`config.mk`:
```
export PLATFORM = sky130hd
export DESIGN_NAME = ctn_trap_unit
export DESIGN_NICKNAME = d
export VERILOG_FILES = /design/src/verilog/ctn_pkg.sv /design/src/verilog/ctn_trap_unit.sv
export SDC_FILE = /design/constraint.sdc
export NUM_CORES = 1
export LEC_CHECK = 0
export BUFFER_PORTS_ARGS = -buffer_cell sky130_fd_sc_hd__buf_2
export CORE_MARGIN = 1.5
export CORE_UTILIZATION = 30
export DETAILED_ROUTE_END_ITERATION = 16
export PLACE_DENSITY_LB_ADDON = 0.1
export SLEW_MARGIN = 10
export SYNTH_ARGS = -nofsm -noshare
export SYNTH_HDL_FRONTEND = slang
export SYNTH_SLANG_ARGS = --single-unit
export TNS_END_PERCENT = 5
```
`constraint.sdc`:
```
create_clock -name pclk -period 11.65 [get_ports pclk]
set_clock_uncertainty 0.05 [all_clocks]
set_input_delay 0.5825 -clock pclk [delete_from_list [all_inputs] [get_ports pclk]]
set_output_delay 0.5825 -clock pclk [all_outputs]
set_load 0.02 [all_outputs]
```
`src/verilog/ctn_pkg.sv`:
```
// package: constants, types and register map of the trap and nmi vectoring unit
package ctn_pkg;
    // vector table
    localparam int          VEC_TABLE_ENTRIES = 256;
    localparam logic [19:0] VEC_TABLE_END     = 20'h003ff;
    localparam logic [7:0]  USER_TYPE_MIN     = 8'h20;
    // type numbers
    localparam logic [7:0]  T_DIVIDE  = 8'h00;
    localparam logic [7:0]  T_STEP    = 8'h01;
    localparam logic [7:0]  T_NMI     = 8'h02;
    localparam logic [7:0]  T_BREAK   = 8'h03;
    localparam logic [7:0]  T_OVFL    = 8'h04;
    localparam logic [7:0]  T_BOUND   = 8'h05;
    localparam logic [7:0]  T_UNDEF   = 8'h06;
    localparam logic [7:0]  T_ESC     = 8'h07;
    localparam logic [7:0]  T_NUMERIC = 8'h10;
    // opcodes decoded here
    localparam logic [7:0]  OP_BREAK  = 8'hcc;
    localparam logic [7:0]  OP_TRAPNN = 8'hcd;
    localparam logic [7:0]  OP_OVFL   = 8'hce;
    localparam logic [7:0]  OP_BOUND  = 8'h62;
    localparam logic [4:0]  OP_ESC_HI = 5'h1b;   // d8..df
    // flag word bit positions
    localparam int          FLAG_TF = 8;
    localparam int          FLAG_IF = 9;
    localparam int          FLAG_OF = 11;
    // timing
    localparam int          CLK_NS          = 50;
    localparam int          NMI_RESP_CLKS   = 42;
    localparam int          NMI_BOOT_CLKS   = 10;
    localparam logic [19:0] RESET_START_ADDR = 20'hffff0;
    // register map and reset values
    localparam logic [7:0]  REG_CTRL   = 8'h00;
    localparam logic [7:0]  REG_STATUS = 8'h04;
    localparam logic [7:0]  REG_NEST   = 8'h08;
    localparam logic [1:0]  CTRL_RST   = 2'h0;
    localparam int          CTRL_ESC_EN = 0;
    localparam int          CTRL_BUS8   = 1;
    localparam int          STAT_LATE   = 9;

    // what the core reports at an instruction boundary
    typedef struct packed {
        logic        boundary;
        logic [7:0]  opcode;
        logic [7:0]  imm;
        logic        div_fault;
        logic        undef_op;
        logic        seg_prefix;
        logic [15:0] start_ip;
        logic [15:0] op_ip;
        logic [15:0] next_ip;
        logic [15:0] cs;
        logic [15:0] ss;
        logic [15:0] sp;
        logic [15:0] flags;
        logic [15:0] bound_idx;
        logic [15:0] bound_lo;
        logic [15:0] bound_hi;
    } ctn_core_t;

    // what the unit hands back to the core
    typedef struct packed {
        logic        hold;
        logic        done;
        logic [15:0] cs;
        logic [15:0] ip;
        logic [15:0] flags;
        logic [15:0] sp;
    } ctn_entry_t;

    // stack and vector memory request
    typedef struct packed {
        logic        valid;
        logic        write;
        logic [19:0] addr;
        logic [15:0] wdata;
    } ctn_mem_req_t;

    typedef enum logic [2:0] {
        S_IDLE, S_PUSH_F, S_PUSH_CS, S_PUSH_IP, S_RD_IP, S_RD_CS, S_DONE
    } ctn_state_t;
endpackage

```
`src/verilog/ctn_trap_unit.sv`:
```
// trap, exception and nmi vectoring unit with apb control registers
//
// Design decisions made here: register access over APB and the register offsets.
module ctn_trap_unit
    import ctn_pkg::*;
(
    // clock and reset
    input  wire logic         pclk,
    input  wire logic         presetn,
    // apb slave
    input  wire logic         psel,
    input  wire logic         penable,
    input  wire logic         pwrite,
    input  wire logic [7:0]   paddr,
    input  wire logic [31:0]  pwdata,
    output logic              pready,
    output logic [31:0]       prdata,
    output logic              pslverr,
    // core side
    input  wire ctn_core_t    core_in,
    output ctn_entry_t        core_out,
    // memory side
    output ctn_mem_req_t      mem_req,
    input  wire logic         mem_ack,
    input  wire logic [15:0]  mem_rdata,
    // pins
    input  wire logic         nmi_pin,
    input  wire logic         coproc_err_pin
);
    ctn_state_t   state_r;
    logic [1:0]   ctrl_r;
    logic [7:0]   type_r, last_type_r, nest_r;
    logic [15:0]  ctx_cs_r, ctx_ip_r, ctx_flags_r, ctx_ss_r, ctx_sp_r;
    logic [15:0]  sw_ip_r, new_ip_r;
    logic         tf_prev_r, ss_pend_r, nmi_pend_r, sw_pend_r, err_pend_r;
    logic [7:0]   sw_type_r;
    logic         nmi_s1_r, nmi_s2_r, nmi_s3_r, nmi_lat_r;
    logic         err_s1_r, err_s2_r;
    logic [3:0]   boot_cnt_r;
    logic [5:0]   lat_cnt_r;
    logic         late_r;
    logic         sw_hit, sw_fault, nmi_edge, boot_win, start, bnd;
    logic         evt_at_bnd;
    logic [7:0]   sw_type;
    logic [15:0]  fault_ip;
    logic [19:0]  stack_addr;
    logic         acc, wr_ok;

    // pin synchronisers, nmi edge detect and latch
    always_ff @(posedge pclk or negedge presetn) begin
        if (!presetn) begin
            nmi_s1_r <= 1'b0;
            nmi_s2_r <= 1'b0;
            nmi_s3_r <= 1'b0;
            err_s1_r <= 1'b0;
            err_s2_r <= 1'b0;
        end else begin
            nmi_s1_r <= nmi_pin;
            nmi_s2_r <= nmi_s1_r;
            nmi_s3_r <= nmi_s2_r;
            err_s1_r <= coproc_err_pin;
            err_s2_r <= err_s1_r;
        end
    end
    assign nmi_edge = nmi_s2_r & ~nmi_s3_r;

    // boot window counted from the release of reset
    always_ff @(posedge pclk or negedge presetn) begin
        if (!presetn) begin
            boot_cnt_r <= 4'(NMI_BOOT_CLKS);
        end else if (boot_cnt_r != 4'h0) begin
            boot_cnt_r <= boot_cnt_r - 4'h1;
        end
    end
    assign boot_win = (boot_cnt_r != 4'h0);
    assign bnd      = core_in.boundary & (state_r == S_IDLE);

    // decode of instruction traps at the boundary
    always_comb begin
        sw_hit   = 1'b1;
        sw_fault = 1'b1;
        sw_type  = T_DIVIDE;
        fault_ip = core_in.start_ip;
        if (core_in.div_fault) begin
            sw_type = T_DIVIDE;
        end else if (core_in.undef_op) begin
            sw_type = T_UNDEF;
        end else if (core_in.opcode[7:3] == OP_ESC_HI && (ctrl_r[CTRL_BUS8] || ctrl_r[CTRL_ESC_EN])) begin
            sw_type  = T_ESC;
            fault_ip = core_in.seg_prefix ? core_in.start_ip : core_in.op_ip;
        end else if (core_in.opcode == OP_BOUND &&
                     ($signed(core_in.bound_idx) < $signed(core_in.bound_lo) ||
                      $signed(core_in.bound_idx) > $signed(core_in.bound_hi))) begin
            sw_type = T_BOUND;
        end else begin
            sw_fault = 1'b0;
            if (core_in.opcode == OP_BREAK) begin
                sw_type = T_BREAK;
            end else if (core_in.opcode == OP_TRAPNN) begin
                sw_type = core_in.imm;
            end else if (core_in.opcode == OP_OVFL && core_in.flags[FLAG_OF]) begin
                sw_type = T_OVFL;
            end else begin
                sw_hit = 1'b0;
            end
        end
    end

    // nmi latch, cleared when moved to pending; a new edge wins
    always_ff @(posedge pclk or negedge presetn) begin
        if (!presetn) begin
            nmi_lat_r <= 1'b0;
        end else if (nmi_edge) begin
            nmi_lat_r <= 1'b1;
        end else if (bnd || (boot_win && state_r == S_IDLE)) begin
            nmi_lat_r <= 1'b0;
        end
    end

    // pending events captured at boundaries; the latched nmi also moves in while idle in the boot window
    always_ff @(posedge pclk or negedge presetn) begin
        if (!presetn) begin
            tf_prev_r  <= 1'b0;
            ss_pend_r  <= 1'b0;
            nmi_pend_r <= 1'b0;
            sw_pend_r  <= 1'b0;
            err_pend_r <= 1'b0;
            sw_type_r  <= 8'h00;
            sw_ip_r    <= 16'h0000;
        end else begin
            if (bnd) begin
                tf_prev_r <= core_in.flags[FLAG_TF];
                if (tf_prev_r && core_in.flags[FLAG_TF]) begin
                    ss_pend_r <= 1'b1;
                end
                if (sw_hit) begin
                    sw_pend_r <= 1'b1;
                    sw_type_r <= sw_type;
                    sw_ip_r   <= sw_fault ? fault_ip : core_in.next_ip;
                end
                if (err_s2_r && !ctrl_r[CTRL_BUS8]) begin
                    err_pend_r <= 1'b1;
                end
            end
            if (start) begin
                if (ss_pend_r) begin
                    ss_pend_r <= 1'b0;
                end else if (nmi_pend_r) begin
                    nmi_pend_r <= 1'b0;
                end else if (sw_pend_r) begin
                    sw_pend_r <= 1'b0;
                end else begin
                    err_pend_r <= 1'b0;
                end
            end
            // latched nmi moves in after the clear, so a new request is never lost
            if ((bnd || (boot_win && state_r == S_IDLE)) && nmi_lat_r) begin
                nmi_pend_r <= 1'b1;
            end
        end
    end
    // step, then nmi, then software, then coprocessor error
    assign start = (state_r == S_IDLE) & ~bnd & (ss_pend_r | nmi_pend_r | sw_pend_r | err_pend_r);
    // events that the boundary now in hand will start
    assign evt_at_bnd = bnd & (sw_hit | nmi_lat_r | (tf_prev_r & core_in.flags[FLAG_TF]) |
                               (err_s2_r & ~ctrl_r[CTRL_BUS8]));
    assign stack_addr = 20'({ctx_ss_r, 4'h0}) + 20'(ctx_sp_r - 16'h2);

    // entry sequence: flags, cs, ip pushes, then vector reads
    always_ff @(posedge pclk or negedge presetn) begin
        if (!presetn) begin
            state_r     <= S_IDLE;
            type_r      <= 8'h00;
            last_type_r <= 8'h00;
            nest_r      <= 8'h00;
            new_ip_r    <= 16'h0000;
            ctx_cs_r    <= 16'h0000;
            ctx_ip_r    <= 16'h0000;
            ctx_flags_r <= 16'h0000;
            ctx_ss_r    <= 16'h0000;
            ctx_sp_r    <= 16'h0000;
            mem_req     <= '0;
            core_out    <= '0;
        end else begin
            core_out.done <= 1'b0;
            // hold from the boundary that raises an event until all entries end
            core_out.hold <= start | boot_win | evt_at_bnd | (state_r != S_IDLE) |
                             ss_pend_r | nmi_pend_r | sw_pend_r | err_pend_r;
            unique case (state_r)
                S_IDLE: begin
                    if (bnd || (boot_win && !start)) begin
                        ctx_cs_r    <= core_in.cs;
                        ctx_ip_r    <= core_in.next_ip;
                        ctx_flags_r <= core_in.flags;
                        ctx_ss_r    <= core_in.ss;
                        ctx_sp_r    <= core_in.sp;
                    end else if (start) begin
                        if (ss_pend_r) begin
                            type_r <= T_STEP;
                        end else if (nmi_pend_r) begin
                            type_r <= T_NMI;
                            nest_r <= nest_r + 8'h1;
                        end else if (sw_pend_r) begin
                            type_r   <= sw_type_r;
                            ctx_ip_r <= sw_ip_r;
                        end else begin
                            type_r <= T_NUMERIC;
                        end
                        mem_req <= '{1'b1, 1'b1, stack_addr, ctx_flags_r};
                        ctx_sp_r <= ctx_sp_r - 16'h2;
                        state_r  <= S_PUSH_F;
                    end
                end
                S_PUSH_F: begin
                    if (mem_ack) begin
                        mem_req  <= '{1'b1, 1'b1, stack_addr, ctx_cs_r};
                        ctx_sp_r <= ctx_sp_r - 16'h2;
                        state_r  <= S_PUSH_CS;
                    end
                end
                S_PUSH_CS: begin
                    if (mem_ack) begin
                        mem_req  <= '{1'b1, 1'b1, stack_addr, ctx_ip_r};
                        ctx_sp_r <= ctx_sp_r - 16'h2;
                        state_r  <= S_PUSH_IP;
                    end
                end
                S_PUSH_IP: begin
                    if (mem_ack) begin
                        mem_req <= '{1'b1, 1'b0, {10'h000, type_r, 2'b00}, 16'h0000};
                        state_r <= S_RD_IP;
                    end
                end
                S_RD_IP: begin
                    if (mem_ack) begin
                        new_ip_r <= mem_rdata;
                        mem_req  <= '{1'b1, 1'b0, {10'h000, type_r, 2'b10}, 16'h0000};
                        state_r  <= S_RD_CS;
                    end
                end
                S_RD_CS: begin
                    if (mem_ack) begin
                        mem_req          <= '0;
                        core_out.cs      <= mem_rdata;
                        core_out.ip      <= new_ip_r;
                        core_out.flags   <= ctx_flags_r & ~((16'h1 << FLAG_IF) | (16'h1 << FLAG_TF));
                        core_out.sp      <= ctx_sp_r;
                        ctx_cs_r         <= mem_rdata;
                        ctx_ip_r         <= new_ip_r;
                        ctx_flags_r      <= ctx_flags_r & ~((16'h1 << FLAG_IF) | (16'h1 << FLAG_TF));
                        state_r          <= S_DONE;
                    end
                end
                S_DONE: begin
                    core_out.done <= 1'b1;
                    last_type_r   <= type_r;
                    state_r       <= S_IDLE;
                end
            endcase
        end
    end

    // nmi response time watch, late flag sticky, set wins over clear
    always_ff @(posedge pclk or negedge presetn) begin
        if (!presetn) begin
            lat_cnt_r <= 6'h00;
            late_r    <= 1'b0;
        end else begin
            if (nmi_edge && lat_cnt_r == 6'h00) begin
                lat_cnt_r <= 6'h01;
            end else if (state_r == S_DONE && type_r == T_NMI) begin
                lat_cnt_r <= 6'h00;
            end else if (lat_cnt_r != 6'h00 && lat_cnt_r != 6'h3f) begin
                lat_cnt_r <= lat_cnt_r + 6'h01;
            end
            if (lat_cnt_r > 6'(NMI_RESP_CLKS)) begin
                late_r <= 1'b1;
            end else if (wr_ok && paddr == REG_STATUS && pwdata[STAT_LATE]) begin
                late_r <= 1'b0;
            end
        end
    end

    // apb slave, no wait states, read data prepared in setup
    assign acc   = psel & penable & pready;
    assign wr_ok = acc & pwrite;
    always_ff @(posedge pclk or negedge presetn) begin
        if (!presetn) begin
            pready  <= 1'b0;
            prdata  <= 32'h0000_0000;
            pslverr <= 1'b0;
            ctrl_r  <= CTRL_RST;
        end else begin
            pready <= psel & ~penable & ~pready;
            if (psel && !penable) begin
                pslverr <= 1'b0;
                unique case (paddr)
                    REG_CTRL:   prdata <= {30'h0, ctrl_r};
                    REG_STATUS: prdata <= {21'h0, nmi_lat_r, late_r, (state_r != S_IDLE), last_type_r};
                    REG_NEST:   prdata <= {24'h0, nest_r};
                    default: begin
                        prdata  <= 32'h0000_0000;
                        pslverr <= 1'b1;
                    end
                endcase
            end
            if (wr_ok && paddr == REG_CTRL) begin
                ctrl_r <= pwdata[1:0];
            end
        end
    end
endmodule

```
==> flow_summary.html, run 1 <==
<table>
<tr><th>Metric</th><th>Value</th></tr>
<tr><th colspan="2">Timing</th></tr>
<tr><td>Final worst-path cycle share</td><td>0.359</td></tr>
<tr><td>Final total negative setup slack</td><td>0 ns</td></tr>
<tr><td>Highest clock rate</td><td>0.239 GHz</td></tr>
<tr><td>Shortest clock period the worst path allows after layout</td><td>between 4 and 5 ns</td></tr>
<tr><td>Worst hold-check slack</td><td>-0.0160 ns</td></tr>
<tr><td>Setup repair after global routing missed its margin</td><td>no</td></tr>
<tr><td>Actual slew at the worst max-slew pin</td><td>~1.0 ns</td></tr>
<tr><td>Setup Viol. Count Final</td><td>0</td></tr>
<tr><td>Worst slew margin relative to its limit</td><td>0.304</td></tr>
<tr><td>Count of pins over their slew limit</td><td>0</td></tr>
<tr><td>Hold Fails Final Rpt</td><td>5</td></tr>
<tr><th colspan="2">Place</th></tr>
<tr><td>Placed Cells incl. Taps</td><td>between 2000 and 2500</td></tr>
<tr><td>Area post-placement</td><td>between 15000 and 20000 µm²</td></tr>
<tr><td>Weighted congestion reported at the end of routability-driven placement</td><td>~0.8</td></tr>
<tr><td>I/O Buffers</td><td>around 330</td></tr>
<tr><td>Post-detail-place hpwl</td><td>around 33000 µm</td></tr>
<tr><th colspan="2">CTS</th></tr>
<tr><td>Cts bufs inserted</td><td>37</td></tr>
<tr><td>Post-CTS Setup Repair Bufs</td><td>0</td></tr>
<tr><td>Buffer depth of the longest clock path</td><td>3</td></tr>
<tr><td>Number of instances resized during post-cts repair</td><td>0</td></tr>
<tr><td>Number of sinks on the clock net</td><td>286</td></tr>
<tr><td>Cell at the root of the clock tree</td><td>sky130_fd_sc_hd__clkbuf_16</td></tr>
<tr><td>Post-CTS Hold Fix Bufs</td><td>0</td></tr>
<tr><td>CTS clk-pin slew, worst paths</td><td>~0.050 ns</td></tr>
<tr><td>Htree depth</td><td>2</td></tr>
<tr><td>Clock tree from TritonCTS</td><td>yes</td></tr>
<tr><td>Clock latency on the worst-skew pair</td><td>about 0.53 ns</td></tr>
<tr><th colspan="2">Detailed routing</th></tr>
<tr><td>Post-Route WL</td><td>approximately 45000 µm</td></tr>
<tr><td>Wire length on met3</td><td>about 2200 µm</td></tr>
<tr><td>DR WL/cell</td><td>roughly 19 µm</td></tr>
<tr><td>Vias per cell</td><td>between 4 and 5</td></tr>
<tr><td>Routed length on met1</td><td>20200 µm</td></tr>
<tr><td>Post-detailed-route count of antenna-violating nets</td><td>0</td></tr>
<tr><td>Drt drc</td><td>0</td></tr>
<tr><td>TritonRoute pass-1 iters</td><td>4</td></tr>
<tr><td>DR top layer</td><td>met5</td></tr>
<tr><td>Met2 WL post-DR</td><td>roughly 21000 µm</td></tr>
<tr><td>Detailed Route Iter0 Violations</td><td>between 400 and 500</td></tr>
<tr><td>Via total after detailed routing</td><td>between 10000 and 15000</td></tr>
<tr><th colspan="2">Synth</th></tr>
<tr><td>Post-synthesis average cell area</td><td>~10 µm²</td></tr>
<tr><td>Area of the mapped netlist</td><td>approximately 15000 µm²</td></tr>
<tr><td>Primary FF master, synth</td><td>sky130_fd_sc_hd__dfrtp_1</td></tr>
<tr><td>Portion of the post-synthesis area used by sequential elements</td><td>0.484</td></tr>
<tr><td>Flop and latch count out of synthesis</td><td>roughly 290</td></tr>
<tr><td>Cell types occupying the most area after synthesis</td><td>sky130_fd_sc_hd__dfrtp_1, sky130_fd_sc_hd__mux2_2, sky130_fd_sc_hd__mux2i_1, sky130_fd_sc_hd__ha_1, sky130_fd_sc_hd__nand2_1</td></tr>
<tr><td>Area share of the largest cell type after synthesis</td><td>0.480</td></tr>
<tr><td>Post-synthesis async set-or-reset flop share</td><td>1.00</td></tr>
<tr><td>Count of different cell masters after synthesis</td><td>76</td></tr>
<tr><td>Cell type with the largest total area after synthesis</td><td>sky130_fd_sc_hd__dfrtp_1</td></tr>
<tr><td>Gate count of the mapped netlist</td><td>between 1000 and 1500</td></tr>
<tr><td>Syn. warnings</td><td>0</td></tr>
<tr><td>Number of enable flip-flop cells after synthesis</td><td>0</td></tr>
<tr><th colspan="2">Worst setup path</th></tr>
<tr><td>Worst EP arrival</td><td>between 4 and 5 ns</td></tr>
<tr><td>Required time of the critical path</td><td>approximately 12 ns</td></tr>
<tr><td>Type of origin of the critical path</td><td>flip-flop</td></tr>
<tr><td>Cell type group with the largest total delay on the critical path</td><td>simple AND/OR/NAND/NOR gates</td></tr>
<tr><td>Cells traversed along the worst timing path</td><td>or4_4, or4b_4, or3_4, nor2_1, xor2_1, ha_1, and4_1, nand2_1, or2_2, o21ai_0, o21a_1, or3_1, a32o_1</td></tr>
<tr><td>Count of buffer and inverter cells on the critical path</td><td>0</td></tr>
<tr><td>Type of the worst setup path</td><td>flip-flop to flip-flop</td></tr>
<tr><td>Delay contributed by the slowest stage of the critical path</td><td>roughly 0.56 ns</td></tr>
<tr><td>Cell type of the slowest stage on the worst timing path</td><td>sky130_fd_sc_hd__or4_4</td></tr>
<tr><td>Register-to-register setup slack</td><td>approximately 7.5 ns</td></tr>
<tr><td>Element type at the critical path end</td><td>flip-flop</td></tr>
<tr><td>Largest fanout of any net on the critical path</td><td>6</td></tr>
<tr><th colspan="2">Run</th></tr>
<tr><td># Max-Cap Violations</td><td>0</td></tr>
<tr><th colspan="2">Floorplan</th></tr>
<tr><td>Num ports</td><td>approximately 380</td></tr>
<tr><td>DIE AREA</td><td>between 50000 and 60000 µm²</td></tr>
<tr><td>Site row count</td><td>81</td></tr>
<tr><td>Vertical die dimension</td><td>225 µm</td></tr>
<tr><td>Die outline width</td><td>roughly 230 µm</td></tr>
<tr><td>Core area</td><td>just under 50000 µm²</td></tr>
<tr><td>Starting density of the core</td><td>0.303</td></tr>
<tr><th colspan="2">Global route</th></tr>
<tr><td>Antenna violations before repair</td><td>5</td></tr>
<tr><td>First-pass GRT wire length</td><td>roughly 70000 µm</td></tr>
<tr><td>Vias in the first global route</td><td>roughly 12000</td></tr>
<tr><td>Maximum number of pins on one net before global-route repair</td><td>85</td></tr>
<tr><td>GRT Total Usage</td><td>0.179</td></tr>
<tr><td>GR Overflow Total</td><td>0</td></tr>
<tr><th colspan="2">Finish</th></tr>
<tr><td>Post-layout net count</td><td>around 2000</td></tr>
<tr><td>Final core occ</td><td>0.373</td></tr>
<tr><td>Area of all placed cells without fillers</td><td>18200 µm²</td></tr>
<tr><td>Fraction of layout instances using a drive strength above 1</td><td>0.311</td></tr>
<tr><td>Fill cell instance count of the final layout</td><td>5061</td></tr>
<tr><td>Area overhead of the layout relative to synthesis</td><td>23.2%</td></tr>
<tr><td>Non-filler instance count after layout</td><td>between 2000 and 2500</td></tr>
<tr><th colspan="2">Status</th></tr>
<tr><td>Failing checks</td><td>negative hold slack</td></tr>
<tr><td>Outcome</td><td>finished, violations left</td></tr>
<tr><th colspan="2">Pwr</th></tr>
<tr><td>Leakage power of the design</td><td>approximately 0.0088 µW</td></tr>
<tr><td>Total power per unit cell area</td><td>roughly 260 nW/µm²</td></tr>
<tr><td>Worst-case vdd ir drop</td><td>0.111 mV</td></tr>
<tr><th colspan="2">Min path</th></tr>
<tr><td>Tightest Hold Check Type</td><td>input port to async pin</td></tr>
</table>
-- cells in the final DEF, fill, tap and decap left out, types with 6 or more instances in the layout --
master,instances
sky130_fd_sc_hd__nand2_1,173
sky130_fd_sc_hd__nor2_1,83
sky130_fd_sc_hd__or2_2,7
sky130_fd_sc_hd__a21oi_1,55
sky130_fd_sc_hd__a22o_1,16
sky130_fd_sc_hd__a32o_1,6
sky130_fd_sc_hd__a21o_1,8
sky130_fd_sc_hd__nor3_1,39
sky130_fd_sc_hd__clkbuf_8,6
sky130_fd_sc_hd__xor2_1,16
sky130_fd_sc_hd__clkbuf_16,39
sky130_fd_sc_hd__a31oi_1,7
sky130_fd_sc_hd__a221o_1,16
sky130_fd_sc_hd__o31ai_1,12
sky130_fd_sc_hd__xnor2_1,22
sky130_fd_sc_hd__buf_2,328
sky130_fd_sc_hd__mux2i_1,72
sky130_fd_sc_hd__nor2b_1,9
sky130_fd_sc_hd__nor4_1,6
sky130_fd_sc_hd__conb_1,23
sky130_fd_sc_hd__nand4_1,13
sky130_fd_sc_hd__o21a_1,6
sky130_fd_sc_hd__nand2b_1,11
sky130_fd_sc_hd__inv_1,60
sky130_fd_sc_hd__buf_4,19
sky130_fd_sc_hd__o21ai_0,121
sky130_fd_sc_hd__ha_1,53
sky130_fd_sc_hd__a211oi_1,7
sky130_fd_sc_hd__or3_1,8
sky130_fd_sc_hd__nand3_1,10
sky130_fd_sc_hd__clkbuf_1,12
sky130_fd_sc_hd__dfrtp_1,284
sky130_fd_sc_hd__a22oi_1,9
sky130_fd_sc_hd__mux2_2,123
-- per-stage QoR --
stage / power [µW] / setup slack (ns)
final: 4730 / 7.46
after global routing: 5100 / 7.21
after CTS: 4820 / 7.44
after detailed placement: 3680 / 7.46
after global placement: 3650 / 7.51
after floorplan: 2980 / 7.81
-- sequential cells by signal, indices dropped and copies added, names as in the netlist, 2 cells and up --
register	flops
state_r	3
nest_r	8
ctx_cs_r	16
boot_cnt_r	4
ctx_flags_r	16
sw_type_r	8
ctx_ss_r	16
new_ip_r	16
ctx_sp_r	16
last_type_r	8
ctrl_r	2
mem_req	38
core_out	64
sw_ip_r	16
lat_cnt_r	6
ctx_ip_r	16
prdata	11
type_r	8
-- cell usage after synthesis, types with 8 or more instances --
cell type,n
sky130_fd_sc_hd__nor2_1,85
sky130_fd_sc_hd__buf_4,23
sky130_fd_sc_hd__nand2_1,174
sky130_fd_sc_hd__o21ai_0,122
sky130_fd_sc_hd__nand3_1,10
sky130_fd_sc_hd__o31ai_1,12
sky130_fd_sc_hd__clkbuf_1,54
sky130_fd_sc_hd__a22oi_1,9
sky130_fd_sc_hd__a21o_1,8
sky130_fd_sc_hd__mux2i_1,72
sky130_fd_sc_hd__nand4_1,13
sky130_fd_sc_hd__xnor2_1,22
sky130_fd_sc_hd__nor2b_1,9
sky130_fd_sc_hd__ha_1,53
sky130_fd_sc_hd__dfrtp_1,284
sky130_fd_sc_hd__a221o_1,16
sky130_fd_sc_hd__nor3_1,39
sky130_fd_sc_hd__or3_1,8
sky130_fd_sc_hd__xor2_1,16
sky130_fd_sc_hd__inv_1,60
sky130_fd_sc_hd__a21oi_1,55
sky130_fd_sc_hd__mux2_2,123
sky130_fd_sc_hd__a22o_1,17
sky130_fd_sc_hd__nand2b_1,12
sky130_fd_sc_hd__buf_2,17
-- logic make-up (layout without fill, tap and decap cells) --
kind of cell               after synthesis  in the layout  synth area share
AOI/OAI and AO/OA                      303            303             0.130
muxes                                  196            196             0.143
and+or+nand+nor                        396            396             0.125
other                                    1             26          0.000253
buffers and inverters                  163            471            0.0491
adders and majority gates               54             54            0.0462
DFF                                    286            286             0.484
xor gates and xnor gates                38             38            0.0225
-- final timing paths --
check / from / end / depth (start not counted)
min reg2reg: err_s1_r$_DFF_PN0_ / err_s2_r$_DFF_PN0_ / 0
min: presetn / pready$_DFF_PN0_ / 1
max: ctx_sp_r[1]$_DFFE_PN0P_ / mem_req[33]$_DFFE_PN0P_ / 13
min in group pclk: nmi_pin / nmi_s1_r$_DFF_PN0_ / 1
max in group asynchronous: presetn / core_out[44]$_DFFE_PN0P_ / 3
max reg2reg: ctx_sp_r[1]$_DFFE_PN0P_ / mem_req[33]$_DFFE_PN0P_ / 13
-- worst register-to-register path, cell delays in order, from the launching register on --
cell and delay, ns:
sky130_fd_sc_hd__dfrtp_1 0.42, sky130_fd_sc_hd__or4_4 0.56, sky130_fd_sc_hd__or4b_4 0.54, sky130_fd_sc_hd__or3_4 0.42
sky130_fd_sc_hd__nor2_1 0.21, sky130_fd_sc_hd__xor2_1 0.20, sky130_fd_sc_hd__ha_1 0.33, sky130_fd_sc_hd__and4_1 0.27
sky130_fd_sc_hd__nand2_1 0.09, sky130_fd_sc_hd__or2_2 0.12, sky130_fd_sc_hd__o21ai_0 0.08, sky130_fd_sc_hd__o21a_1 0.21
sky130_fd_sc_hd__or3_1 0.31, sky130_fd_sc_hd__a32o_1 0.26
-- report_power, final --
| group | total, µW | switching, µW | internal, µW |
|---|---|---|---|
| registers | 1680 | 295 | 1390 |
| logic | 1940 | 1140 | 795 |
| clock network | 1110 | 437 | 670 |
-- layer usage --
metal	up-vias	global-route usage
met3	72	0.0385
met4	4	0.0624
met5	-	0
met2	222	0.293
met1	5560	0.234
li1	5669	-
-- area by class of cell --
type                            instances  area [µm²]  area share
Timing Repair Buffer                  348        1800      0.0987
Antenna cell                            3        7.51    0.000412
Tap cell                              664         831      0.0456
Sequential cell                       286        7160       0.393
Clock inverter                          5        53.8     0.00295
Inverter                               61         229      0.0126
Multi-Input combinational cell       1010        7050       0.387
Clock buffer                           57        1100      0.0605
Note: power is estimated with default switching activity, not from simulation.
==> run 2, diff against run 1 <==
==> constraint.sdc (replaced) <==
create_clock -name pclk -period 3.5 [get_ports pclk]
set_clock_uncertainty 0.05 [all_clocks]
set_input_delay 0.175 -clock pclk [delete_from_list [all_inputs] [get_ports pclk]]
set_output_delay 0.175 -clock pclk [all_outputs]
set_load 0.02 [all_outputs]
==> run 2 against run 1 <==
The run ends with negative setup slack left. Fmax increased by 15%. Total power rose to 3.5 times the previous value. Critical path type unchanged. Largest power group unchanged. Clock power rose to 3.5 times the previous value. Sequential power grew to 3.3 times the previous value. Core utilization rose by 3.7 points. Register-to-register slack got worse by 7.6 ns.
==> flow_summary.html, run 2 (synthesis results as in run 1) <==
<table>
<tr><th>Metric</th><th>Value</th></tr>
<tr><th colspan="2">Floorplan</th></tr>
<tr><td>DIE AREA</td><td>50700 µm² (unchanged)</td></tr>
<tr><td>Site row count</td><td>81 (unchanged)</td></tr>
<tr><td>Vertical die dimension</td><td>225 µm (unchanged)</td></tr>
<tr><td>Die outline width</td><td>225 µm (unchanged)</td></tr>
<tr><td>Num ports</td><td>382 (unchanged)</td></tr>
<tr><td>Starting density of the core</td><td>0.303 (unchanged)</td></tr>
<tr><td>Core area</td><td>48800 µm² (unchanged)</td></tr>
<tr><th colspan="2">Worst setup path</th></tr>
<tr><td>Worst EP arrival</td><td>4.00 ns (was 4.55 ns)</td></tr>
<tr><td>Critical Path Start</td><td>ctx_sp_r[2]$_DFFE_PN0P_ (was ctx_sp_r[1]$_DFFE_PN0P_)</td></tr>
<tr><td>Type of the worst setup path</td><td>flip-flop to flip-flop (unchanged)</td></tr>
<tr><td>Cells on worst reg2reg path</td><td>13 (unchanged)</td></tr>
<tr><td>Type of origin of the critical path</td><td>flip-flop (unchanged)</td></tr>
<tr><td>Element type at the critical path end</td><td>flip-flop (unchanged)</td></tr>
<tr><td>Required time of the critical path</td><td>3.87 ns (was 12.02 ns)</td></tr>
<tr><td>Register-to-register setup slack</td><td>-0.13 ns (was 7.46 ns)</td></tr>
<tr><td>Worst flop-to-flop path endpoint</td><td>mem_req[33]$_DFFE_PN0P_ (unchanged)</td></tr>
<tr><td>Worst setup path endpoint</td><td>mem_req[33]$_DFFE_PN0P_ (unchanged)</td></tr>
<tr><td>Startpoint of the worst-slack reg-to-reg timing path</td><td>ctx_sp_r[2]$_DFFE_PN0P_ (was ctx_sp_r[1]$_DFFE_PN0P_)</td></tr>
<tr><td>Largest fanout of any net on the critical path</td><td>3 (was 6)</td></tr>
<tr><th colspan="2">Detailed routing</th></tr>
<tr><td>Post-Route WL</td><td>46600 µm (was 45000 µm)</td></tr>
<tr><td>TritonRoute pass-1 iters</td><td>5 (was 4)</td></tr>
<tr><td>Via total after detailed routing</td><td>12203 (was 11527)</td></tr>
<tr><td>Drt drc</td><td>0 (unchanged)</td></tr>
<tr><td>DR WL/cell</td><td>17.9 µm (was 18.5 µm)</td></tr>
<tr><td>Detailed Route Iter0 Violations</td><td>489 (was 493)</td></tr>
<tr><td>Post-detailed-route count of antenna-violating nets</td><td>0 (unchanged)</td></tr>
<tr><td>Vias per cell</td><td>4.68 (was 4.74)</td></tr>
<tr><th colspan="2">Run</th></tr>
<tr><td># Max-Cap Violations</td><td>0 (unchanged)</td></tr>
<tr><th colspan="2">Finish</th></tr>
<tr><td>Most common library cell in the layout ignoring fill and taps</td><td>sky130_fd_sc_hd__buf_2 (unchanged)</td></tr>
<tr><td>Register bank with the most flops</td><td>core_out (unchanged)</td></tr>
<tr><td>Total area of multi-input combinational cells</td><td>7110 µm² (was 7050 µm²)</td></tr>
<tr><td>FF+latch area</td><td>7160 µm² (unchanged)</td></tr>
<tr><td>Diodes inserted</td><td>0 (was 3)</td></tr>
<tr><td>Non-filler instance count after layout</td><td>2606 (was 2434)</td></tr>
<tr><td>Area of all placed cells without fillers</td><td>20000 µm² (was 18200 µm²)</td></tr>
<tr><td>Area overhead of the layout relative to synthesis</td><td>35.4% (was 23.2%)</td></tr>
<tr><td>Post-layout net count</td><td>2216 (was 2042)</td></tr>
<tr><td>Max reg flops</td><td>64 (unchanged)</td></tr>
<tr><td>Fraction of layout instances using a drive strength above 1</td><td>0.317 (was 0.311)</td></tr>
<tr><td>Fill cell instance count of the final layout</td><td>4966 (was 5061)</td></tr>
<tr><td>Leading cell types in the layout, fill and taps excluded</td><td>sky130_fd_sc_hd__buf_2, sky130_fd_sc_hd__dfrtp_1, sky130_fd_sc_hd__nand2_1 (unchanged)</td></tr>
<tr><td>Top flop regs</td><td>core_out x64, mem_req x38 (unchanged)</td></tr>
<tr><th colspan="2">Timing</th></tr>
<tr><td>Final worst-path cycle share</td><td>1.04 (was 0.359)</td></tr>
<tr><td>Actual slew at the worst max-slew pin</td><td>1.18 ns (was 1.04 ns)</td></tr>
<tr><td>Setup Viol. Count Final</td><td>3 (was 0)</td></tr>
<tr><td>Highest clock rate</td><td>0.275 GHz (was 0.239 GHz)</td></tr>
<tr><td>Shortest clock period the worst path allows after layout</td><td>3.63 ns (was 4.19 ns)</td></tr>
<tr><td>Count of pins over their slew limit</td><td>0 (unchanged)</td></tr>
<tr><td>Setup ws final</td><td>-0.132 ns (was 7.46 ns)</td></tr>
<tr><td>Final total negative setup slack</td><td>-0.282 ns (was 0 ns)</td></tr>
<tr><td>Worst slew margin relative to its limit</td><td>0.208 (was 0.304)</td></tr>
<tr><td>Setup repair after global routing missed its margin</td><td>yes (was no)</td></tr>
<tr><td>Hold Fails Final Rpt</td><td>0 (was 5)</td></tr>
<tr><th colspan="2">Min path</th></tr>
<tr><td>Tightest Hold Check Type</td><td>input port to flip-flop (was input port to async pin)</td></tr>
<tr><th colspan="2">Global route</th></tr>
<tr><td>GR Overflow Total</td><td>0 (unchanged)</td></tr>
<tr><td>Maximum number of pins on one net before global-route repair</td><td>107 (was 85)</td></tr>
<tr><td>Antenna violations before repair</td><td>0 (was 5)</td></tr>
<tr><td>GRT Total Usage</td><td>0.185 (was 0.179)</td></tr>
<tr><td>Vias in the first global route</td><td>12644 (was 11765)</td></tr>
<tr><td>First-pass GRT wire length</td><td>72800 µm (was 69900 µm)</td></tr>
<tr><th colspan="2">Place</th></tr>
<tr><td>Area post-placement</td><td>17400 µm² (was 17100 µm²)</td></tr>
<tr><td>I/O Buffers</td><td>329 (unchanged)</td></tr>
<tr><td>Post-detail-place hpwl</td><td>34000 µm (was 32900 µm)</td></tr>
<tr><td>Placed Cells incl. Taps</td><td>2411 (was 2369)</td></tr>
<tr><td>Placement Setup Slack</td><td>-0.215 ns (was 7.46 ns)</td></tr>
<tr><td>Weighted congestion reported at the end of routability-driven placement</td><td>0.826 (was 0.796)</td></tr>
<tr><th colspan="2">CTS</th></tr>
<tr><td>Clock latency on the worst-skew pair</td><td>0.54 ns (was 0.53 ns)</td></tr>
<tr><td>Number of sinks on the clock net</td><td>286 (unchanged)</td></tr>
<tr><td>Cts bufs inserted</td><td>36 (was 37)</td></tr>
<tr><td>Cell at the root of the clock tree</td><td>sky130_fd_sc_hd__clkbuf_16 (unchanged)</td></tr>
<tr><td>Htree depth</td><td>2 (unchanged)</td></tr>
<tr><td>CTS clk-pin slew, worst paths</td><td>0.06 ns (was 0.05 ns)</td></tr>
<tr><td>Clock tree from TritonCTS</td><td>yes (unchanged)</td></tr>
<tr><td>Buffer depth of the longest clock path</td><td>3 (unchanged)</td></tr>
<tr><th colspan="2">Pwr</th></tr>
<tr><td>Worst-case vdd ir drop</td><td>0.347 mV (was 0.111 mV)</td></tr>
<tr><td>Leakage power of the design</td><td>0.00968 µW (was 0.00884 µW)</td></tr>
<tr><td>Total power per unit cell area</td><td>828 nW/µm² (was 259 nW/µm²)</td></tr>
<tr><td>Overall power of the completed layout</td><td>16600 µW (was 4730 µW)</td></tr>
<tr><th colspan="2">Status</th></tr>
<tr><td>Failing checks</td><td>negative setup slack (was negative hold slack)</td></tr>
<tr><td>Outcome</td><td>finished, violations left (unchanged)</td></tr>
</table>
-- run 2: cell types whose count changed in the layout (fill, tap and decap cells not counted), sizes merged --
cell / delta
diode: -3
dlygate4sd3: +128
clkbuf: -3
bufinv: +3
buf: +47
-- run 2: routing by layer --
layer / wire (µm) / GRT usage / vias up
li1: - / - / 6005
met1: 20900 / 0.240 / 5897
met2: 22500 / 0.311 / 234
met3: 2050 / 0.0347 / 67
met4: 1250 / 0.0600 / 0
met5: 0 / 0 / -
-- run 2: where the power goes --
group / switching (µW) / total [µW] / internal (µW)
logic: 3990 / 7100 / 3110
registers: 969 / 5590 / 4620
clock network: 1470 / 3910 / 2440
total: 6420 / 16600 / 10200
-- run 2: layout make-up --
class / instances / area share
flip-flops and latches: 286 / 0.357
clock inverters: 8 / 0.00774
repair buffers: 523 / 0.173
clock buffers: 54 / 0.0543
multi-input cells: 1010 / 0.355
well taps: 664 / 0.0415
inverters: 61 / 0.0114
-- run 2: worst min-delay path by stage --
stage	start	to	slack (ns)	cells after the start
after floorplan	presetn	boot_cnt_r[0]$_DFFE_PN0P_	-0.17	0
after global placement	presetn	pready$_DFF_PN0_	0.13	1
after detailed placement	presetn	prdata[0]$_DFFE_PN0P_	0.13	1
after CTS	core_in[118]	sw_ip_r[6]$_DFFE_PN0P_	0.0005	4
after global routing	core_in[120]	sw_ip_r[8]$_DFFE_PN0P_	0.04	4
final	core_in[159]	sw_ip_r[15]$_DFFE_PN0P_	0.02	4
-- run 2: timing repair --
| item | 4_1_cts | 5_1_grt |
|---|---|---|
| setup buffers | 3 | 2 |
| pin swaps | 11 | 11 |
| setup endpoints to repair | 6 | 6 |
| resized for setup | 8 | 7 |
| hold buffers | 128 | 0 |
| endpoints found under the hold margin | 192 | 0 |
-- run 2: through the flow --
stage,util,hold slack (ns)
2_1_floorplan,-,-0.171
3_3_place_gp,0.357,0.126
3_5_place_dp,0.357,0.126
4_1_cts,0.409,0.000478
5_1_grt,0.410,0.0437
6_report,0.410,0.0236
-- run 2: worst max-delay path: stages (launching register included) --
cell	delay [ns]
sky130_fd_sc_hd__dfrtp_1	0.38
sky130_fd_sc_hd__or4_4	0.55
sky130_fd_sc_hd__or4b_4	0.50
sky130_fd_sc_hd__or3_4	0.37
sky130_fd_sc_hd__nor2_4	0.10
sky130_fd_sc_hd__xor2_1	0.16
sky130_fd_sc_hd__ha_1	0.27
sky130_fd_sc_hd__and4_4	0.20
sky130_fd_sc_hd__nand2_2	0.07
sky130_fd_sc_hd__or2_4	0.12
sky130_fd_sc_hd__o21ai_1	0.05
sky130_fd_sc_hd__o21a_1	0.18
sky130_fd_sc_hd__or3_1	0.30
sky130_fd_sc_hd__a32o_1	0.22
==> run 3, diff against run 2 <==
--- a/config.mk
+++ b/config.mk
@@ -5,6 +5,7 @@
 export SDC_FILE = /design/constraint.sdc
 export NUM_CORES = 1
 export LEC_CHECK = 0
+export ABC_AREA = 1
 export BUFFER_PORTS_ARGS = -buffer_cell sky130_fd_sc_hd__buf_2
 export CORE_MARGIN = 1.5
 export CORE_UTILIZATION = 30
==> run 3 against run 2 <==
The flow now finishes without violations. Critical path depth stayed put. Fmax is 14% higher. Core utilization is 0.21 points lower. Non-clock buffer count is 35 lower. Sequential share of layout area is 0.79 points higher. Synthesized cell count is 23% higher. Register-to-register slack better by 0.44 ns.
==> flow_summary.html, run 3 <==
<table>
<tr><th>Metric</th><th>Value</th></tr>
<tr><th colspan="2">Synth</th></tr>
<tr><td>Area of the mapped netlist</td><td>14700 µm² (was 14800 µm²)</td></tr>
<tr><td>Cell types occupying the most area after synthesis</td><td>sky130_fd_sc_hd__dfrtp_1, sky130_fd_sc_hd__nand2_1, sky130_fd_sc_hd__o21ai_0, sky130_fd_sc_hd__inv_1, sky130_fd_sc_hd__ha_1 (was sky130_fd_sc_hd__dfrtp_1, sky130_fd_sc_hd__mux2_2, sky130_fd_sc_hd__mux2i_1, sky130_fd_sc_hd__ha_1, sky130_fd_sc_hd__nand2_1)</td></tr>
<tr><td>Area share of the largest cell type after synthesis</td><td>0.483 (was 0.480)</td></tr>
<tr><td>Portion of the post-synthesis area used by sequential elements</td><td>0.487 (was 0.484)</td></tr>
<tr><td>Primary FF master, synth</td><td>sky130_fd_sc_hd__dfrtp_1 (unchanged)</td></tr>
<tr><td>Most common cell in the netlist</td><td>sky130_fd_sc_hd__nand2_1 (was sky130_fd_sc_hd__dfrtp_1)</td></tr>
<tr><td>Gate count of the mapped netlist</td><td>1768 (was 1437)</td></tr>
<tr><td>Cell type with the largest total area after synthesis</td><td>sky130_fd_sc_hd__dfrtp_1 (unchanged)</td></tr>
<tr><td>Post-synthesis async set-or-reset flop share</td><td>1.00 (unchanged)</td></tr>
<tr><td>Syn. warnings</td><td>0 (unchanged)</td></tr>
<tr><td>Number of enable flip-flop cells after synthesis</td><td>0 (unchanged)</td></tr>
<tr><td>Commonest cells post-synth</td><td>sky130_fd_sc_hd__nand2_1, sky130_fd_sc_hd__dfrtp_1, sky130_fd_sc_hd__inv_1 (was sky130_fd_sc_hd__dfrtp_1, sky130_fd_sc_hd__nand2_1, sky130_fd_sc_hd__mux2_2)</td></tr>
<tr><td>Count of different cell masters after synthesis</td><td>53 (was 76)</td></tr>
<tr><td>Post-synthesis average cell area</td><td>8.31 µm² (was 10.3 µm²)</td></tr>
<tr><td>Flop and latch count out of synthesis</td><td>286 (unchanged)</td></tr>
<tr><th colspan="2">Status</th></tr>
<tr><td>Outcome</td><td>completed (was finished, violations left)</td></tr>
<tr><th colspan="2">CTS</th></tr>
<tr><td>Number of sinks on the clock net</td><td>286 (unchanged)</td></tr>
<tr><td>Clock latency on the worst-skew pair</td><td>0.55 ns (was 0.54 ns)</td></tr>
<tr><td>Post-CTS Setup Repair Bufs</td><td>0 (was 3)</td></tr>
<tr><td>Buffer depth of the longest clock path</td><td>3 (unchanged)</td></tr>
<tr><td>Htree depth</td><td>2 (unchanged)</td></tr>
<tr><td>Cts bufs inserted</td><td>37 (was 36)</td></tr>
<tr><td>CTS clk-pin slew, worst paths</td><td>0.06 ns (about the same)</td></tr>
<tr><td>Cell at the root of the clock tree</td><td>sky130_fd_sc_hd__clkbuf_16 (unchanged)</td></tr>
<tr><td>Clock tree from TritonCTS</td><td>yes (unchanged)</td></tr>
<tr><th colspan="2">Worst setup path</th></tr>
<tr><td>Delay contributed by the slowest stage of the critical path</td><td>0.59 ns (was 0.55 ns)</td></tr>
<tr><td>Type of the worst setup path</td><td>flip-flop to flip-flop (unchanged)</td></tr>
<tr><td>Largest fanout of any net on the critical path</td><td>50 (was 3)</td></tr>
<tr><td>Cells traversed along the worst timing path</td><td>nor2_2, nand2_2, inv_4, nand2_2, nor2_4, o21ai_2, nand2_2, buf_12, nand2_1, buf_4, o211ai_1, dlygate4sd3_1, o21ai_0 (was or4_4, or4b_4, or3_4, nor2_4, xor2_1, ha_1, and4_4, nand2_2, or2_4, o21ai_1, o21a_1, or3_1, a32o_1)</td></tr>
<tr><td>Register-to-register setup slack</td><td>0.31 ns (was -0.13 ns)</td></tr>
<tr><td>Cell type of the slowest stage on the worst timing path</td><td>sky130_fd_sc_hd__dlygate4sd3_1 (was sky130_fd_sc_hd__or4_4)</td></tr>
<tr><td>Cells on worst reg2reg path</td><td>13 (unchanged)</td></tr>
<tr><td>Element type at the critical path end</td><td>flip-flop (unchanged)</td></tr>
<tr><td>Worst flop-to-flop path endpoint</td><td>ctx_cs_r[11]$_DFFE_PN0P_ (was mem_req[33]$_DFFE_PN0P_)</td></tr>
<tr><td>Worst EP arrival</td><td>3.56 ns (was 4.00 ns)</td></tr>
<tr><td>Startpoint of the worst-slack reg-to-reg timing path</td><td>state_r[1]$_DFFE_PN0P_ (was ctx_sp_r[2]$_DFFE_PN0P_)</td></tr>
<tr><td>Most common cell on crit path</td><td>sky130_fd_sc_hd__nand2_2</td></tr>
<tr><td>Type of origin of the critical path</td><td>flip-flop (unchanged)</td></tr>
<tr><td>Required time of the critical path</td><td>3.87 ns (about the same)</td></tr>
<tr><th colspan="2">Finish</th></tr>
<tr><td>Fraction of layout instances using a drive strength above 1</td><td>0.220 (was 0.317)</td></tr>
<tr><td>Post-layout net count</td><td>2527 (was 2216)</td></tr>
<tr><td>Max reg flops</td><td>64 (unchanged)</td></tr>
<tr><td>Leading cell types in the layout, fill and taps excluded</td><td>sky130_fd_sc_hd__nand2_1, sky130_fd_sc_hd__buf_2, sky130_fd_sc_hd__dfrtp_1 (was sky130_fd_sc_hd__buf_2, sky130_fd_sc_hd__dfrtp_1, sky130_fd_sc_hd__nand2_1)</td></tr>
<tr><td>Area overhead of the layout relative to synthesis</td><td>33.4% (was 35.4%)</td></tr>
<tr><td>Top flop regs</td><td>core_out x64, mem_req x38 (unchanged)</td></tr>
<tr><td>Most common library cell in the layout ignoring fill and taps</td><td>sky130_fd_sc_hd__nand2_1 (was sky130_fd_sc_hd__buf_2)</td></tr>
<tr><td>Register bank with the most flops</td><td>core_out (unchanged)</td></tr>
<tr><th colspan="2">Timing</th></tr>
<tr><td>Shortest clock period the worst path allows after layout</td><td>3.19 ns (was 3.63 ns)</td></tr>
<tr><td>Worst slew margin relative to its limit</td><td>0.438 (was 0.208)</td></tr>
<tr><td>Hold Fails Final Rpt</td><td>0 (unchanged)</td></tr>
<tr><td>Actual slew at the worst max-slew pin</td><td>0.843 ns (was 1.18 ns)</td></tr>
<tr><td>Setup Viol. Count Final</td><td>0 (was 3)</td></tr>
<tr><td>Final total negative setup slack</td><td>0 ns (was -0.282 ns)</td></tr>
<tr><td>Highest clock rate</td><td>0.314 GHz (was 0.275 GHz)</td></tr>
<tr><td>Count of pins over their slew limit</td><td>0 (unchanged)</td></tr>
<tr><td>Setup repair after global routing missed its margin</td><td>yes (unchanged)</td></tr>
<tr><td>Final worst-path cycle share</td><td>0.911 (was 1.04)</td></tr>
<tr><td>Setup ws final</td><td>0.310 ns (was -0.132 ns)</td></tr>
<tr><th colspan="2">Floorplan</th></tr>
<tr><td>Die outline width</td><td>224 µm (was 225 µm)</td></tr>
<tr><td>Site row count</td><td>80 (was 81)</td></tr>
<tr><td>Core area</td><td>48000 µm² (was 48800 µm²)</td></tr>
<tr><td>Num ports</td><td>382 (unchanged)</td></tr>
<tr><td>Starting density of the core</td><td>0.306 (was 0.303)</td></tr>
<tr><td>Vertical die dimension</td><td>224 µm (was 225 µm)</td></tr>
<tr><td>DIE AREA</td><td>50300 µm² (was 50700 µm²)</td></tr>
<tr><th colspan="2">Global route</th></tr>
<tr><td>Maximum number of pins on one net before global-route repair</td><td>98 (was 107)</td></tr>
<tr><td>GR Overflow Total</td><td>0 (unchanged)</td></tr>
<tr><td>Vias in the first global route</td><td>13573 (was 12644)</td></tr>
<tr><td>First-pass GRT wire length</td><td>75400 µm (was 72800 µm)</td></tr>
<tr><td>Antenna violations before repair</td><td>1 (was 0)</td></tr>
<tr><td>GRT Total Usage</td><td>0.192 (was 0.185)</td></tr>
<tr><th colspan="2">Pwr</th></tr>
<tr><td>Leakage power of the design</td><td>0.0101 µW (was 0.00968 µW)</td></tr>
<tr><td>Worst-case vdd ir drop</td><td>0.311 mV (was 0.347 mV)</td></tr>
<tr><td>Total power per unit cell area</td><td>832 nW/µm² (was 828 nW/µm²)</td></tr>
<tr><th colspan="2">Place</th></tr>
<tr><td>Post-detail-place hpwl</td><td>35300 µm (was 34000 µm)</td></tr>
<tr><td>Placement Setup Slack</td><td>0.244 ns (was -0.215 ns)</td></tr>
<tr><td>Weighted congestion reported at the end of routability-driven placement</td><td>0.854 (was 0.826)</td></tr>
<tr><td>I/O Buffers</td><td>329 (unchanged)</td></tr>
<tr><th colspan="2">Min path</th></tr>
<tr><td>Tightest Hold Check Type</td><td>input port to flip-flop (unchanged)</td></tr>
<tr><td>Count of cells along the worst hold path</td><td>6 (was 4)</td></tr>
<tr><td>Endpoint of the worst hold path</td><td>sw_ip_r[4]$_DFFE_PN0P_ (was sw_ip_r[15]$_DFFE_PN0P_)</td></tr>
<tr><td>Hold path startpoint</td><td>core_in[132] (was core_in[159])</td></tr>
<tr><th colspan="2">Detailed routing</th></tr>
<tr><td>TritonRoute pass-1 iters</td><td>5 (unchanged)</td></tr>
<tr><td>Drt drc</td><td>0 (unchanged)</td></tr>
<tr><td>Post-Route WL</td><td>48100 µm (was 46600 µm)</td></tr>
<tr><td>DR WL/cell</td><td>16.7 µm (was 17.9 µm)</td></tr>
<tr><td>Vias per cell</td><td>4.61 (was 4.68)</td></tr>
<tr><td>Via total after detailed routing</td><td>13256 (was 12203)</td></tr>
<tr><td>Detailed Route Iter0 Violations</td><td>723 (was 489)</td></tr>
<tr><td>Post-detailed-route count of antenna-violating nets</td><td>0 (unchanged)</td></tr>
<tr><th colspan="2">Run</th></tr>
<tr><td># Max-Cap Violations</td><td>0 (unchanged)</td></tr>
</table>
==> run 3: cell types whose count changed in the layout (fill, tap and decap cells not counted), moves of 23 or more <==
cell and delta:
sky130_fd_sc_hd__mux2_2 -91, sky130_fd_sc_hd__nand3_1 +23, sky130_fd_sc_hd__nand2_1 +297, sky130_fd_sc_hd__buf_4 -41, sky130_fd_sc_hd__inv_1 +156, sky130_fd_sc_hd__o21ai_1 +28
sky130_fd_sc_hd__mux2i_1 -72, sky130_fd_sc_hd__o21ai_0 +64
==> run 3: layout make-up <==
class,instances,area (µm²)
diodes,1,2.50
clock buffers,54,1140
clock inverters,13,178
fillers,5001,28400
inverters,230,870
multi-input cells,1186,6260
flip-flops and latches,286,7160
well taps,615,769
repair buffers,488,3220
==> run 3: repair_timing <==
action,4_1_cts,5_1_grt
endpoints found under the setup margin,0,3
resized for setup,0,2
hold buffers,134,0
endpoints found under the hold margin,233,0
==> run 3: kinds of logic after synthesis <==
kind of cell | after synthesis | share of synthesized area
buffers and inverters | 318 | 0.0926
and+or+nand+nor | 676 | 0.191
DFF | 286 | 0.487
xor gates and xnor gates | 29 | 0.0173
AOI/OAI and AO/OA | 372 | 0.141
muxes | 32 | 0.0245
other | 1 | 0.000255
adders and majority gates | 54 | 0.0465
==> run 3: worst max path at each step <==
stage,start,end,slack [ns],depth (start not counted)
after global routing,ctx_sp_r[4]$_DFFE_PN0P_,mem_req[35]$_DFFE_PN0P_,-0.02,18
after detailed placement,ctx_sp_r[1]$_DFFE_PN0P_,mem_req[35]$_DFFE_PN0P_,0.24,16
final,state_r[1]$_DFFE_PN0P_,ctx_cs_r[11]$_DFFE_PN0P_,0.31,13
after floorplan,ctx_sp_r[1]$_DFFE_PN0P_,mem_req[35]$_DFFE_PN0P_,0.71,16
after CTS,ctx_sp_r[1]$_DFFE_PN0P_,mem_req[35]$_DFFE_PN0P_,0.22,16
after global placement,ctx_sp_r[1]$_DFFE_PN0P_,mem_req[35]$_DFFE_PN0P_,0.27,16
==> run 3: power by group <==
part	internal [µW]	total (µW)	switching, µW
Clock	2560	4090	1530
Sequential	4660	5450	793
Combinational	2290	6770	4480
==> run 3: routing by layer <==
metal / GRT usage / vias up / share of wire
li1: - / 6634 / -
met1: 0.242 / 6299 / 0.44
met2: 0.335 / 249 / 0.50
met3: 0.0307 / 74 / 0.039
met4: 0.0615 / 0 / 0.027
met5: 0 / - / 0
==> run 3: worst max-delay path, delay by kind of cell, from the launching register on <==
family          cells  cell delay (ns)
flops               1             0.48
simple gates        6             0.84
buf+inv             4             1.25
compound gates      3             0.40
==> run 3: metrics by stage <==
| stage | cell area [µm²] | instances | hold slack (ns) | power (µW) | utilization |
|---|---|---|---|---|---|
| CTS | 19600 | 2872 | 0.00659 | 16600 | 0.408 |
| global placement | 16900 | 2671 | 0.236 | 12200 | 0.353 |
| floorplan | 14800 | 1790 | -0.171 | 9970 | - |
| global route | 19600 | 2873 | 0.0424 | 17600 | 0.408 |
| finish | 19600 | 2873 | 0.0276 | 16300 | 0.408 |
| detailed placement | 16900 | 2671 | 0.232 | 12300 | 0.353 |
